### config.mk
export PLATFORM = sky130hd
export DESIGN_NAME = msctl_regs
export DESIGN_NICKNAME = d
export VERILOG_FILES = /design/src/msctl_pkg.sv /design/src/msctl_spi_slave.sv /design/src/msctl_regs.sv
export VERILOG_INCLUDE_DIRS = /design/src
export SDC_FILE = /design/constraint.sdc
export NUM_CORES = 1
export LEC_CHECK = 0
export ABC_AREA = 1
export BUFFER_PORTS_ARGS = -buffer_cell sky130_fd_sc_hd__buf_2
export CAP_MARGIN = 20
export CORE_MARGIN = 8
export CORE_UTILIZATION = 55
export DETAILED_ROUTE_END_ITERATION = 12
export PLACE_DENSITY = 0.76
export SLEW_MARGIN = 10
export SYNTH_ARGS = -nofsm -noshare
export SYNTH_HDL_FRONTEND = slang
export SYNTH_SLANG_ARGS = --single-unit
export TNS_END_PERCENT = 20
### constraint.sdc
create_clock -name clk -period 2 [get_ports clk]
set_clock_uncertainty 0.15 [all_clocks]
set_input_delay 0.1 -clock clk [delete_from_list [all_inputs] [get_ports clk]]
set_output_delay 0.1 -clock clk [all_outputs]
set_load 0.03 [all_outputs]
### src/msctl_defs.svh
// Offsets, field positions, reset values and timing counts
`ifndef MSCTL_DEFS_SVH
`define MSCTL_DEFS_SVH
`define MSCTL_ADDR_MODE 7'h01
`define MSCTL_ADDR_HWC 7'h02
`define MSCTL_MODE_HI 7
`define MSCTL_MODE_LO 6
`define MSCTL_SEC_HI 4
`define MSCTL_SEC_LO 3
`define MSCTL_OVR_BIT 2
`define MSCTL_RT_HI 1
`define MSCTL_RT_LO 0
`define MSCTL_HWC_SRR_BIT 6
`define MSCTL_HWC_FO_BIT 5
`define MSCTL_HWC_CP_BIT 2
`define MSCTL_HWC_CFG_BIT 0
`define MSCTL_MODE_RST_VAL 8'h00
`define MSCTL_HWC_RST_VAL 8'h00
`define MSCTL_WD_LIMIT_FIRST 2'h1
`define MSCTL_WD_LIMIT_SECOND 2'h2
`define MSCTL_MODE_RW_MASK 8'hdf
`define MSCTL_HWC_RW_MASK 8'h65
`define MSCTL_MODE_RESTART_KEEP 8'h03
`define MSCTL_HWC_RESTART_KEEP 8'h45
`define MSCTL_SEC_DEV_VAL 2'h3
`define MSCTL_SPI_BITS 16
`endif

### src/msctl_pkg.sv
// Types shared by the control register block
package msctl_pkg;
  typedef enum logic [1:0] {
    MSCTL_NORMAL = 2'h0,
    MSCTL_SLEEP = 2'h1,
    MSCTL_STOP = 2'h2,
    MSCTL_SOFTRST = 2'h3
  } msctl_mode_t;
  typedef enum logic [1:0] {
    MSCTL_SEC_OFF = 2'h0,
    MSCTL_SEC_NORMAL = 2'h1,
    MSCTL_SEC_NORM_STOP = 2'h2,
    MSCTL_SEC_ALWAYS = 2'h3
  } msctl_sec_t;
  typedef struct packed {
    logic soft_reset_keeps_reset_pin;
    logic software_fail_output_on;
    logic charge_pump_enable;
    logic watchdog_failure_count_select;
  } msctl_hwc_t;
  typedef struct packed {
    msctl_mode_t mode;
    msctl_sec_t secondary_regulator_mode;
    logic main_overvoltage_reaction;
    logic [1:0] main_reset_threshold;
  } msctl_ctl_t;
endpackage : msctl_pkg

### src/msctl_spi_slave.sv
// SPI mode-0 shift engine: 16-bit frame, address byte then data byte
`timescale 1ns/1ns
`default_nettype none
`include "msctl_defs.svh"
module msctl_spi_slave
  import msctl_pkg::*;
(
  input wire logic clk,
  input wire logic reset_output_pin,
  input wire logic spi_csn,
  input wire logic spi_clk,
  input wire logic spi_mosi,
  output logic spi_miso,
  output logic spi_miso_oe,
  output logic addr_valid,
  output logic [6:0] addr,
  output logic wr_en,
  input wire logic [7:0] rd_data,
  output logic frame_done,
  output logic [7:0] wr_data
);
  logic [2:0] csn_s;
  logic [2:0] sck_s;
  logic [1:0] mosi_s;
  logic [15:0] shift;
  logic [4:0] cnt;
  logic [7:0] out_sr;
  logic rise;
  logic fall;
  logic cs_act;

  // Two flops before use; third stage only for edge detect
  always_ff @(posedge clk or negedge reset_output_pin) begin
    if (!reset_output_pin) begin
      csn_s <= 3'h7;
      sck_s <= 3'h0;
      mosi_s <= 2'h0;
    end else begin
      csn_s <= {csn_s[1:0], spi_csn};
      sck_s <= {sck_s[1:0], spi_clk};
      mosi_s <= {mosi_s[0], spi_mosi};
    end
  end
  assign cs_act = !csn_s[1];
  assign rise = sck_s[1] && !sck_s[2] && cs_act;
  assign fall = !sck_s[1] && sck_s[2] && cs_act;

  always_ff @(posedge clk or negedge reset_output_pin) begin
    if (!reset_output_pin) begin
      shift <= 16'h0000;
      cnt <= 5'h00;
    end else if (!cs_act) begin
      cnt <= 5'h00;
    end else if (rise) begin
      shift <= {shift[14:0], mosi_s[1]};
      cnt <= cnt + 5'h01;
    end
  end

  assign addr_valid = cs_act && (cnt == 5'h08);
  // Once the frame is complete the address sits in the upper byte
  assign addr = frame_done ? shift[14:8] : shift[6:0];

  // Old contents are latched at the address phase, so a write shows prior data
  always_ff @(posedge clk or negedge reset_output_pin) begin
    if (!reset_output_pin) begin
      out_sr <= 8'h00;
    end else if (addr_valid && rise == 1'b0 && fall) begin
      out_sr <= rd_data;
    end else if (fall && cnt > 5'h08) begin
      out_sr <= {out_sr[6:0], 1'b0};
    end
  end
  assign spi_miso = out_sr[7];
  assign spi_miso_oe = cs_act;

  always_ff @(posedge clk or negedge reset_output_pin) begin
    if (!reset_output_pin) begin
      frame_done <= 1'b0;
      wr_en <= 1'b0;
      wr_data <= 8'h00;
    end else begin
      frame_done <= 1'b0;
      if (csn_s[1] && !csn_s[2] && cnt == 5'(`MSCTL_SPI_BITS)) begin
        frame_done <= 1'b1;
        wr_en <= shift[15];
        wr_data <= shift[7:0];
      end
    end
  end
endmodule : msctl_spi_slave
`default_nettype wire

### src/msctl_regs.sv
// Mode/supply and hardware control registers behind the SPI port
// Contract
// - Mode field 7:6: 00 normal, 01 sleep, 10 stop, 11 soft reset.
// - In stop, a sleep request is ignored; code holds stop but still writes bits 4:0 from the frame.
// - Stop to normal: bits 4:0 kept, fail flag set if written bits 4:0 differ, normal entered.
// - Restart entry rewrites the mode field to normal.
// - Restart entry or overtemperature forces secondary regulator off.
// - Secondary field 4:3 encodes off, normal, normal+stop, always.
// - Reserved bits read back zero.
// - Overvoltage reaction bit 2 adds restart/fail-safe on overvoltage.
// - Threshold field 1:0 selects one of four reset thresholds.
// - Reads during a write show the value before the write.
// - Development mode powers secondary regulator on; soft reset clears it.
// - Bit 6 chooses whether soft reset pulls the reset pin low.
// - Bit 5 lets software raise fail output if pin is fail output.
// - Bit 2 enables the charge pump.
// - Bit 0 chooses first or second watchdog failure for restart.
// - Clearing software bit never releases a failure-driven fail output.
// - Restart entry clears software fail bit.
// - Soft reset keeps locked reset-pin and charge-pump bits.
// - Reset clears mode register; restart keeps threshold bits only.
// - Restart keeps bits 6, 2, 0 of hardware register, clears rest.
`timescale 1ns/1ns
`default_nettype none
`include "msctl_defs.svh"
module msctl_regs
  import msctl_pkg::*;
(
  input wire logic clk,
  input wire logic reset_output_pin,
  input wire logic spi_csn,
  input wire logic spi_clk,
  input wire logic spi_mosi,
  output logic spi_miso,
  output logic spi_miso_oe,
  input wire logic development_mode,
  input wire logic in_stop_mode,
  input wire logic restart_entry,
  input wire logic overtemperature_event,
  input wire logic main_overvoltage_event,
  input wire logic lock_zero,
  input wire logic lock_one,
  input wire logic failure_fail_active,
  input wire logic gpio_is_fail_output,
  output msctl_ctl_t ctl,
  output msctl_hwc_t hwc,
  output logic mode_request,
  output logic soft_reset_pulse,
  output logic reset_output_pin_low,
  output logic spi_fail_set,
  output logic main_overvoltage_flag,
  output logic overvoltage_restart_req,
  output logic fail_output,
  output logic charge_pump_on,
  output logic [1:0] watchdog_fail_limit
);
  logic [6:0] addr;
  logic addr_valid;
  logic wr_en;
  logic frame_done;
  logic [7:0] wr_data;
  logic [7:0] rd_data;
  logic [7:0] mode_reg;
  logic [7:0] hwc_reg;
  logic dev_seen;
  logic [1:0] dev_s;
  logic [1:0] dev_vld;
  logic wr_mode;
  logic wr_hwc;
  logic [1:0] req;
  logic stop_to_normal;

  msctl_spi_slave u_spi (
    .clk(clk),
    .reset_output_pin(reset_output_pin),
    .spi_csn(spi_csn),
    .spi_clk(spi_clk),
    .spi_mosi(spi_mosi),
    .spi_miso(spi_miso),
    .spi_miso_oe(spi_miso_oe),
    .addr_valid(addr_valid),
    .addr(addr),
    .wr_en(wr_en),
    .rd_data(rd_data),
    .frame_done(frame_done),
    .wr_data(wr_data)
  );

  function automatic logic [7:0] pack_hwc(input msctl_hwc_t h);
    pack_hwc = 8'h00;
    pack_hwc[`MSCTL_HWC_SRR_BIT] = h.soft_reset_keeps_reset_pin;
    pack_hwc[`MSCTL_HWC_FO_BIT] = h.software_fail_output_on;
    pack_hwc[`MSCTL_HWC_CP_BIT] = h.charge_pump_enable;
    pack_hwc[`MSCTL_HWC_CFG_BIT] = h.watchdog_failure_count_select;
  endfunction : pack_hwc

  // Strap sampled by two flops after reset release, never under reset
  always_ff @(posedge clk or negedge reset_output_pin) begin
    if (!reset_output_pin) begin
      dev_s <= 2'h0;
      dev_vld <= 2'h0;
    end else begin
      dev_s <= {dev_s[0], development_mode};
      dev_vld <= {dev_vld[0], 1'b1};
    end
  end

  // Write bit from the host selects the access
  assign wr_mode = frame_done && wr_en &&
                   (addr == `MSCTL_ADDR_MODE);
  assign wr_hwc = frame_done && wr_en &&
                  (addr == `MSCTL_ADDR_HWC);
  assign req = wr_data[`MSCTL_MODE_HI:`MSCTL_MODE_LO];
  assign stop_to_normal = wr_mode && in_stop_mode && req == 2'(MSCTL_NORMAL);

  // Mode and supply register
  always_ff @(posedge clk or negedge reset_output_pin) begin
    if (!reset_output_pin) begin
      mode_reg <= `MSCTL_MODE_RST_VAL;
      dev_seen <= 1'b0;
    end else if (restart_entry) begin
      mode_reg <= mode_reg & `MSCTL_MODE_RESTART_KEEP;
    end else begin
      // Strap only trusted once both sync stages hold it
      if (!dev_seen && dev_vld[1]) begin
        dev_seen <= 1'b1;
        if (dev_s[1]) begin
          mode_reg[`MSCTL_SEC_HI:`MSCTL_SEC_LO] <= `MSCTL_SEC_DEV_VAL;
        end
      end
      if (soft_reset_pulse) begin
        mode_reg <= `MSCTL_MODE_RST_VAL;
      end else if (stop_to_normal) begin
        mode_reg[`MSCTL_MODE_HI:`MSCTL_MODE_LO] <= 2'(MSCTL_NORMAL);
      end else if (wr_mode) begin
        mode_reg <= wr_data & `MSCTL_MODE_RW_MASK;
        if (in_stop_mode && req == 2'(MSCTL_SLEEP)) begin
          mode_reg[`MSCTL_MODE_HI:`MSCTL_MODE_LO] <= 2'(MSCTL_STOP);
        end
      end
      if (overtemperature_event) begin
        mode_reg[`MSCTL_SEC_HI:`MSCTL_SEC_LO] <= 2'(MSCTL_SEC_OFF);
      end
    end
  end

  // Soft reset executes one cycle after the 11 code lands
  always_ff @(posedge clk or negedge reset_output_pin) begin
    if (!reset_output_pin) begin
      soft_reset_pulse <= 1'b0;
      spi_fail_set <= 1'b0;
      mode_request <= 1'b0;
    end else begin
      soft_reset_pulse <= wr_mode && req == 2'(MSCTL_SOFTRST);
      spi_fail_set <= stop_to_normal &&
        ((wr_data[4:0] ^ mode_reg[4:0]) != 5'h00);
      mode_request <= wr_mode && !(in_stop_mode && req == 2'(MSCTL_SLEEP));
    end
  end

  // Hardware control register
  always_ff @(posedge clk or negedge reset_output_pin) begin
    if (!reset_output_pin) begin
      hwc_reg <= `MSCTL_HWC_RST_VAL;
    end else if (restart_entry) begin
      hwc_reg <= hwc_reg & `MSCTL_HWC_RESTART_KEEP;
    end else if (soft_reset_pulse) begin
      hwc_reg[`MSCTL_HWC_FO_BIT] <= 1'b0;
      hwc_reg[`MSCTL_HWC_CFG_BIT] <= 1'b0;
      if (!lock_one) begin
        hwc_reg[`MSCTL_HWC_SRR_BIT] <= 1'b0;
      end
      if (!lock_zero) begin
        hwc_reg[`MSCTL_HWC_CP_BIT] <= 1'b0;
      end
    end else if (wr_hwc) begin
      hwc_reg[`MSCTL_HWC_FO_BIT] <= wr_data[`MSCTL_HWC_FO_BIT];
      hwc_reg[`MSCTL_HWC_CFG_BIT] <= wr_data[`MSCTL_HWC_CFG_BIT];
      if (!lock_one) begin
        hwc_reg[`MSCTL_HWC_SRR_BIT] <= wr_data[`MSCTL_HWC_SRR_BIT];
      end
      if (!lock_zero) begin
        hwc_reg[`MSCTL_HWC_CP_BIT] <= wr_data[`MSCTL_HWC_CP_BIT];
      end
    end
  end

  // Read mux sampled at address phase, before any write lands
  always_comb begin
    case (addr)
      `MSCTL_ADDR_MODE: rd_data = mode_reg & `MSCTL_MODE_RW_MASK;
      `MSCTL_ADDR_HWC: rd_data = pack_hwc(hwc);
      default: rd_data = 8'h00;
    endcase
  end

  // One driver per struct; reserved bit 5 is skipped
  assign ctl = msctl_ctl_t'({mode_reg[`MSCTL_MODE_HI:`MSCTL_MODE_LO],
                             mode_reg[`MSCTL_SEC_HI:`MSCTL_RT_LO]});
  assign hwc = msctl_hwc_t'({hwc_reg[`MSCTL_HWC_SRR_BIT],
                             hwc_reg[`MSCTL_HWC_FO_BIT],
                             hwc_reg[`MSCTL_HWC_CP_BIT],
                             hwc_reg[`MSCTL_HWC_CFG_BIT]});

  // Derived controls registered so outputs come from flops
  always_ff @(posedge clk or negedge reset_output_pin) begin
    if (!reset_output_pin) begin
      reset_output_pin_low <= 1'b0;
      main_overvoltage_flag <= 1'b0;
      overvoltage_restart_req <= 1'b0;
      fail_output <= 1'b0;
      charge_pump_on <= 1'b0;
      watchdog_fail_limit <= `MSCTL_WD_LIMIT_SECOND;
    end else begin
      reset_output_pin_low <= soft_reset_pulse &&
        !hwc_reg[`MSCTL_HWC_SRR_BIT];
      // Flag is sticky; event wins over nothing here since no clear exists
      if (main_overvoltage_event) begin
        main_overvoltage_flag <= 1'b1;
      end
      overvoltage_restart_req <= main_overvoltage_event &&
        mode_reg[`MSCTL_OVR_BIT];
      fail_output <= failure_fail_active ||
        (hwc_reg[`MSCTL_HWC_FO_BIT] && gpio_is_fail_output);
      charge_pump_on <= hwc_reg[`MSCTL_HWC_CP_BIT];
      watchdog_fail_limit <= hwc_reg[`MSCTL_HWC_CFG_BIT] ?
        `MSCTL_WD_LIMIT_FIRST : `MSCTL_WD_LIMIT_SECOND;
    end
  end
endmodule : msctl_regs
`default_nettype wire

==> impl_results.md <==
* Buffers from clock root to sink, at most at 2
* Post-synthesis average cell area at 9.78 um^2
* TNS Setup at 0 ps
* YS warnings at 0
* DR vias at 2,354
* Number of gates resized after cts at 0
* H-tree levels at 3
* Power density of the placed cells at 803 mW/mm^2
* Antenna violations before repair at 0
* Die outline area at 0.00843 mm^2
* Number of sinks handled by clock tree synthesis at 73
* Syn nets at 339
* Startpoint Class: flop
* Reported max-cap violation count at 0
* Number of hold violations in the final report at 0
* CP Data Required Time at 2090 ps
* Area of the mapped netlist at 0.00316 mm^2
* Slack of the worst reg-to-reg path at 170 ps
* Capture instance of the worst register-to-register path: u_spi.out_sr[2]
* Count of antenna-violating nets left after detailed routing at 0
* Outcome: finished, final reports clean
* Hold-fix buffer count after cts at 13
* Placeable Area at 0.00554 mm^2
* TritonCTS Buffers at 9
* Final weighted congestion in routability-driven placement at 0.864
* Global-route wire length before repair at 10,900 um
* Number of instances in the synthesized netlist at 323
* Die height at 91.8 um
* CTS tree: done
* Biggest regs: u_spi.shift (16), u_spi.out_sr (8), u_spi.wr_data (8)
* Clock latency on the worst-skew pair at 340 ps
* Starting density of the core at 0.570
* Number of input and output port buffers inserted at 36
* Total global routing overflow at 0
* RSZ-0062 raised after global routing: no
* Post-route non-filler standard cell count at 459
* DRC violations left at 0
* Filler cell count in the final layout at 434
* Static Leak at 0.00190 uW
* Classification of the worst setup path: flop to flop
* Horiz. Die Dim at 91.8 um
* Number of iterations in the first detailed-routing pass at 4
* Pin count of the biggest net entering global routing at 74
* Largest Register: u_spi.shift
* Global-route met1 utilization at 0.192
* Total detailed-routing wirelength at 6470 um
* Path class of the lowest-slack min-delay path: input port to async pin
* Logic depth of the worst register-to-register path at 8
* Top library cells by usage in the layout, fill and taps aside: sky130_fd_sc_hd__dfrtp_1 (69), sky130_fd_sc_hd__nand2_1 (63), sky130_fd_sc_hd__inv_1 (36), sky130_fd_sc_hd__buf_2 (36), sky130_fd_sc_hd__o21ai_0 (28)
* Reg2Reg Launch Point: u_spi.cnt[0]
* Mean number of vias per cell at 5.13
* Highest ir drop seen on vdd at 448 uV
* Capturing element of the worst setup path: u_spi.out_sr[2]
* Sequential area share after synthesis at 0.580
* Met2 usage at 0.265
* Max Fanout on Critical Path at 9
* Worst Setup SP: u_spi.cnt[0]
* Placed cell count at 430
* Max-slew violation total from the final report at 0
* Max FFs per register at 16
* Met3 track utilization from global routing at 0.0538
* Final Setup Violations at 0
* Number of standard-cell rows in the floorplan at 27
* Post-CTS setup buffers at 0
* Fraction of final layout cells sized beyond drive strength 1 at 0.227
* Initial detailed-routing violation count at 122
* Count of cell types in the netlist at 41
* Post-layout nets at 398
* Count of inserted antenna diode cells at 0
* Busiest grt layer: met2
* Arrival time of data at the critical path endpoint at 1920 ps
* Clock transition time at the flip-flop clock pins of the worst setup and hold paths at 70 ps
* Highest achievable clock rate at 546 MHz
* Share of the cycle needed by the critical path after routing at 0.916
* Number of global-route vias before repair at 2,335
* Wire per inst at 14.1 um
* Crit. End Element: flop
* Final critical delay including setup and external delays at 1830 ps
* Total global-route track usage at 0.161
* Relative area change from synthesis to final layout at 18.4%
* Master cell of the clock root buffer: sky130_fd_sc_hd__clkbuf_8
* Placed wire-length estimate at 4580 um
* I/O pin count at 37
* Flip-flop and latch count after synthesis at 73
* Most common cell after layout, fill and taps aside: sky130_fd_sc_hd__dfrtp_1
## per-layer routing
metal / up-vias / routed length [um] / share of wire
met2: 54 / 3150 / 0.49
met5: - / 0 / 0
met4: 0 / 89 / 0.014
met1: 1131 / 2870 / 0.44
li1: 1162 / - / -
met3: 7 / 365 / 0.056
## Yosys cell counts, drive strengths merged
cell	count	area (um^2)
nand2	74	320
dfrtp	69	1730
inv	40	155
o21ai	35	198
nor2	31	166
a21oi	16	91.3
nand3	15	87.6
nand4	9	71.3
buf	5	33.8
xor2	5	43.8
dfstp	4	105
nor3	3	15.0
ha	2	25.0
o21bai	2	15.0
a211oi	1	7.51
a21o	1	7.51
a22oi	1	7.51
a31oi	1	6.26
clkinv	1	3.75
conb	1	3.75
mux2	1	11.3
nand3b	1	7.51
nor4	1	21.3
o211ai	1	7.51
o22ai	1	6.26
or2	1	6.26
xnor2	1	8.76
## critical path, stage by stage (launching register included)
cell and delay, ps:
sky130_fd_sc_hd__dfrtp_1 400, sky130_fd_sc_hd__inv_1 90, sky130_fd_sc_hd__ha_1 140, sky130_fd_sc_hd__nand2_1 100, sky130_fd_sc_hd__nor2_1 180, sky130_fd_sc_hd__nand4_4 190, sky130_fd_sc_hd__inv_1 170, sky130_fd_sc_hd__o21ai_0 100
sky130_fd_sc_hd__o21ai_0 210
## how the worst min path moves through the flow
stage,startpoint,slack [ps],cells past startpoint,to
finish,reset_output_pin,170,3,mode_reg[3]
global route,reset_output_pin,200,3,overvoltage_restart_req
CTS,reset_output_pin,190,3,u_spi.out_sr[1]
detailed placement,reset_output_pin,10,2,dev_seen
global placement,reset_output_pin,7,2,overvoltage_restart_req
floorplan,reset_output_pin,-350,0,charge_pump_on
## report_power, final
part	internal (uW)	switching [uW]	leakage (uW)
Sequential	1570	57.6	0.000949
Combinational	120	239	0.000861
Clock	519	500	0.0000877
Total	2210	797	0.00190
## cell type report
class | instances | area, um^2 | area share
clock buffers | 15 | 166 | 0.0445
clock inverters | 1 | 5.00 | 0.00134
inverters | 41 | 159 | 0.0425
multi-input cells | 204 | 1130 | 0.303
flip-flops and latches | 73 | 1830 | 0.490
well taps | 72 | 90.1 | 0.0241
repair buffers | 53 | 353 | 0.0943
## logic make-up after synthesis
kind of cell             after synthesis  synth area share
other                                  1           0.00119
flip-flops                            73             0.580
XOR/XNOR                               6            0.0166
AO/OA/AOI/OAI                         59             0.110
multiplexers                           1           0.00356
adder cells (fa/ha/maj)                2           0.00792
AND/OR/NAND/NOR                      135             0.220
buffers and inverters                 46            0.0610
## stage by stage
step           power, uW  worst slack [ps]  utilization  hold slack (ps)  instance area, um^2
2_1_floorplan       1880               262            -             -346                 3160
5_1_grt             3140              9.45        0.675              205                 3740
3_5_place_dp        2000               187        0.621             10.8                 3440
4_1_cts             3030               162        0.675              186                 3740
3_3_place_gp        1980               219        0.621             7.27                 3440
6_report            3000               167        0.675              165                 3740
Power figures use the tool's default switching activity.
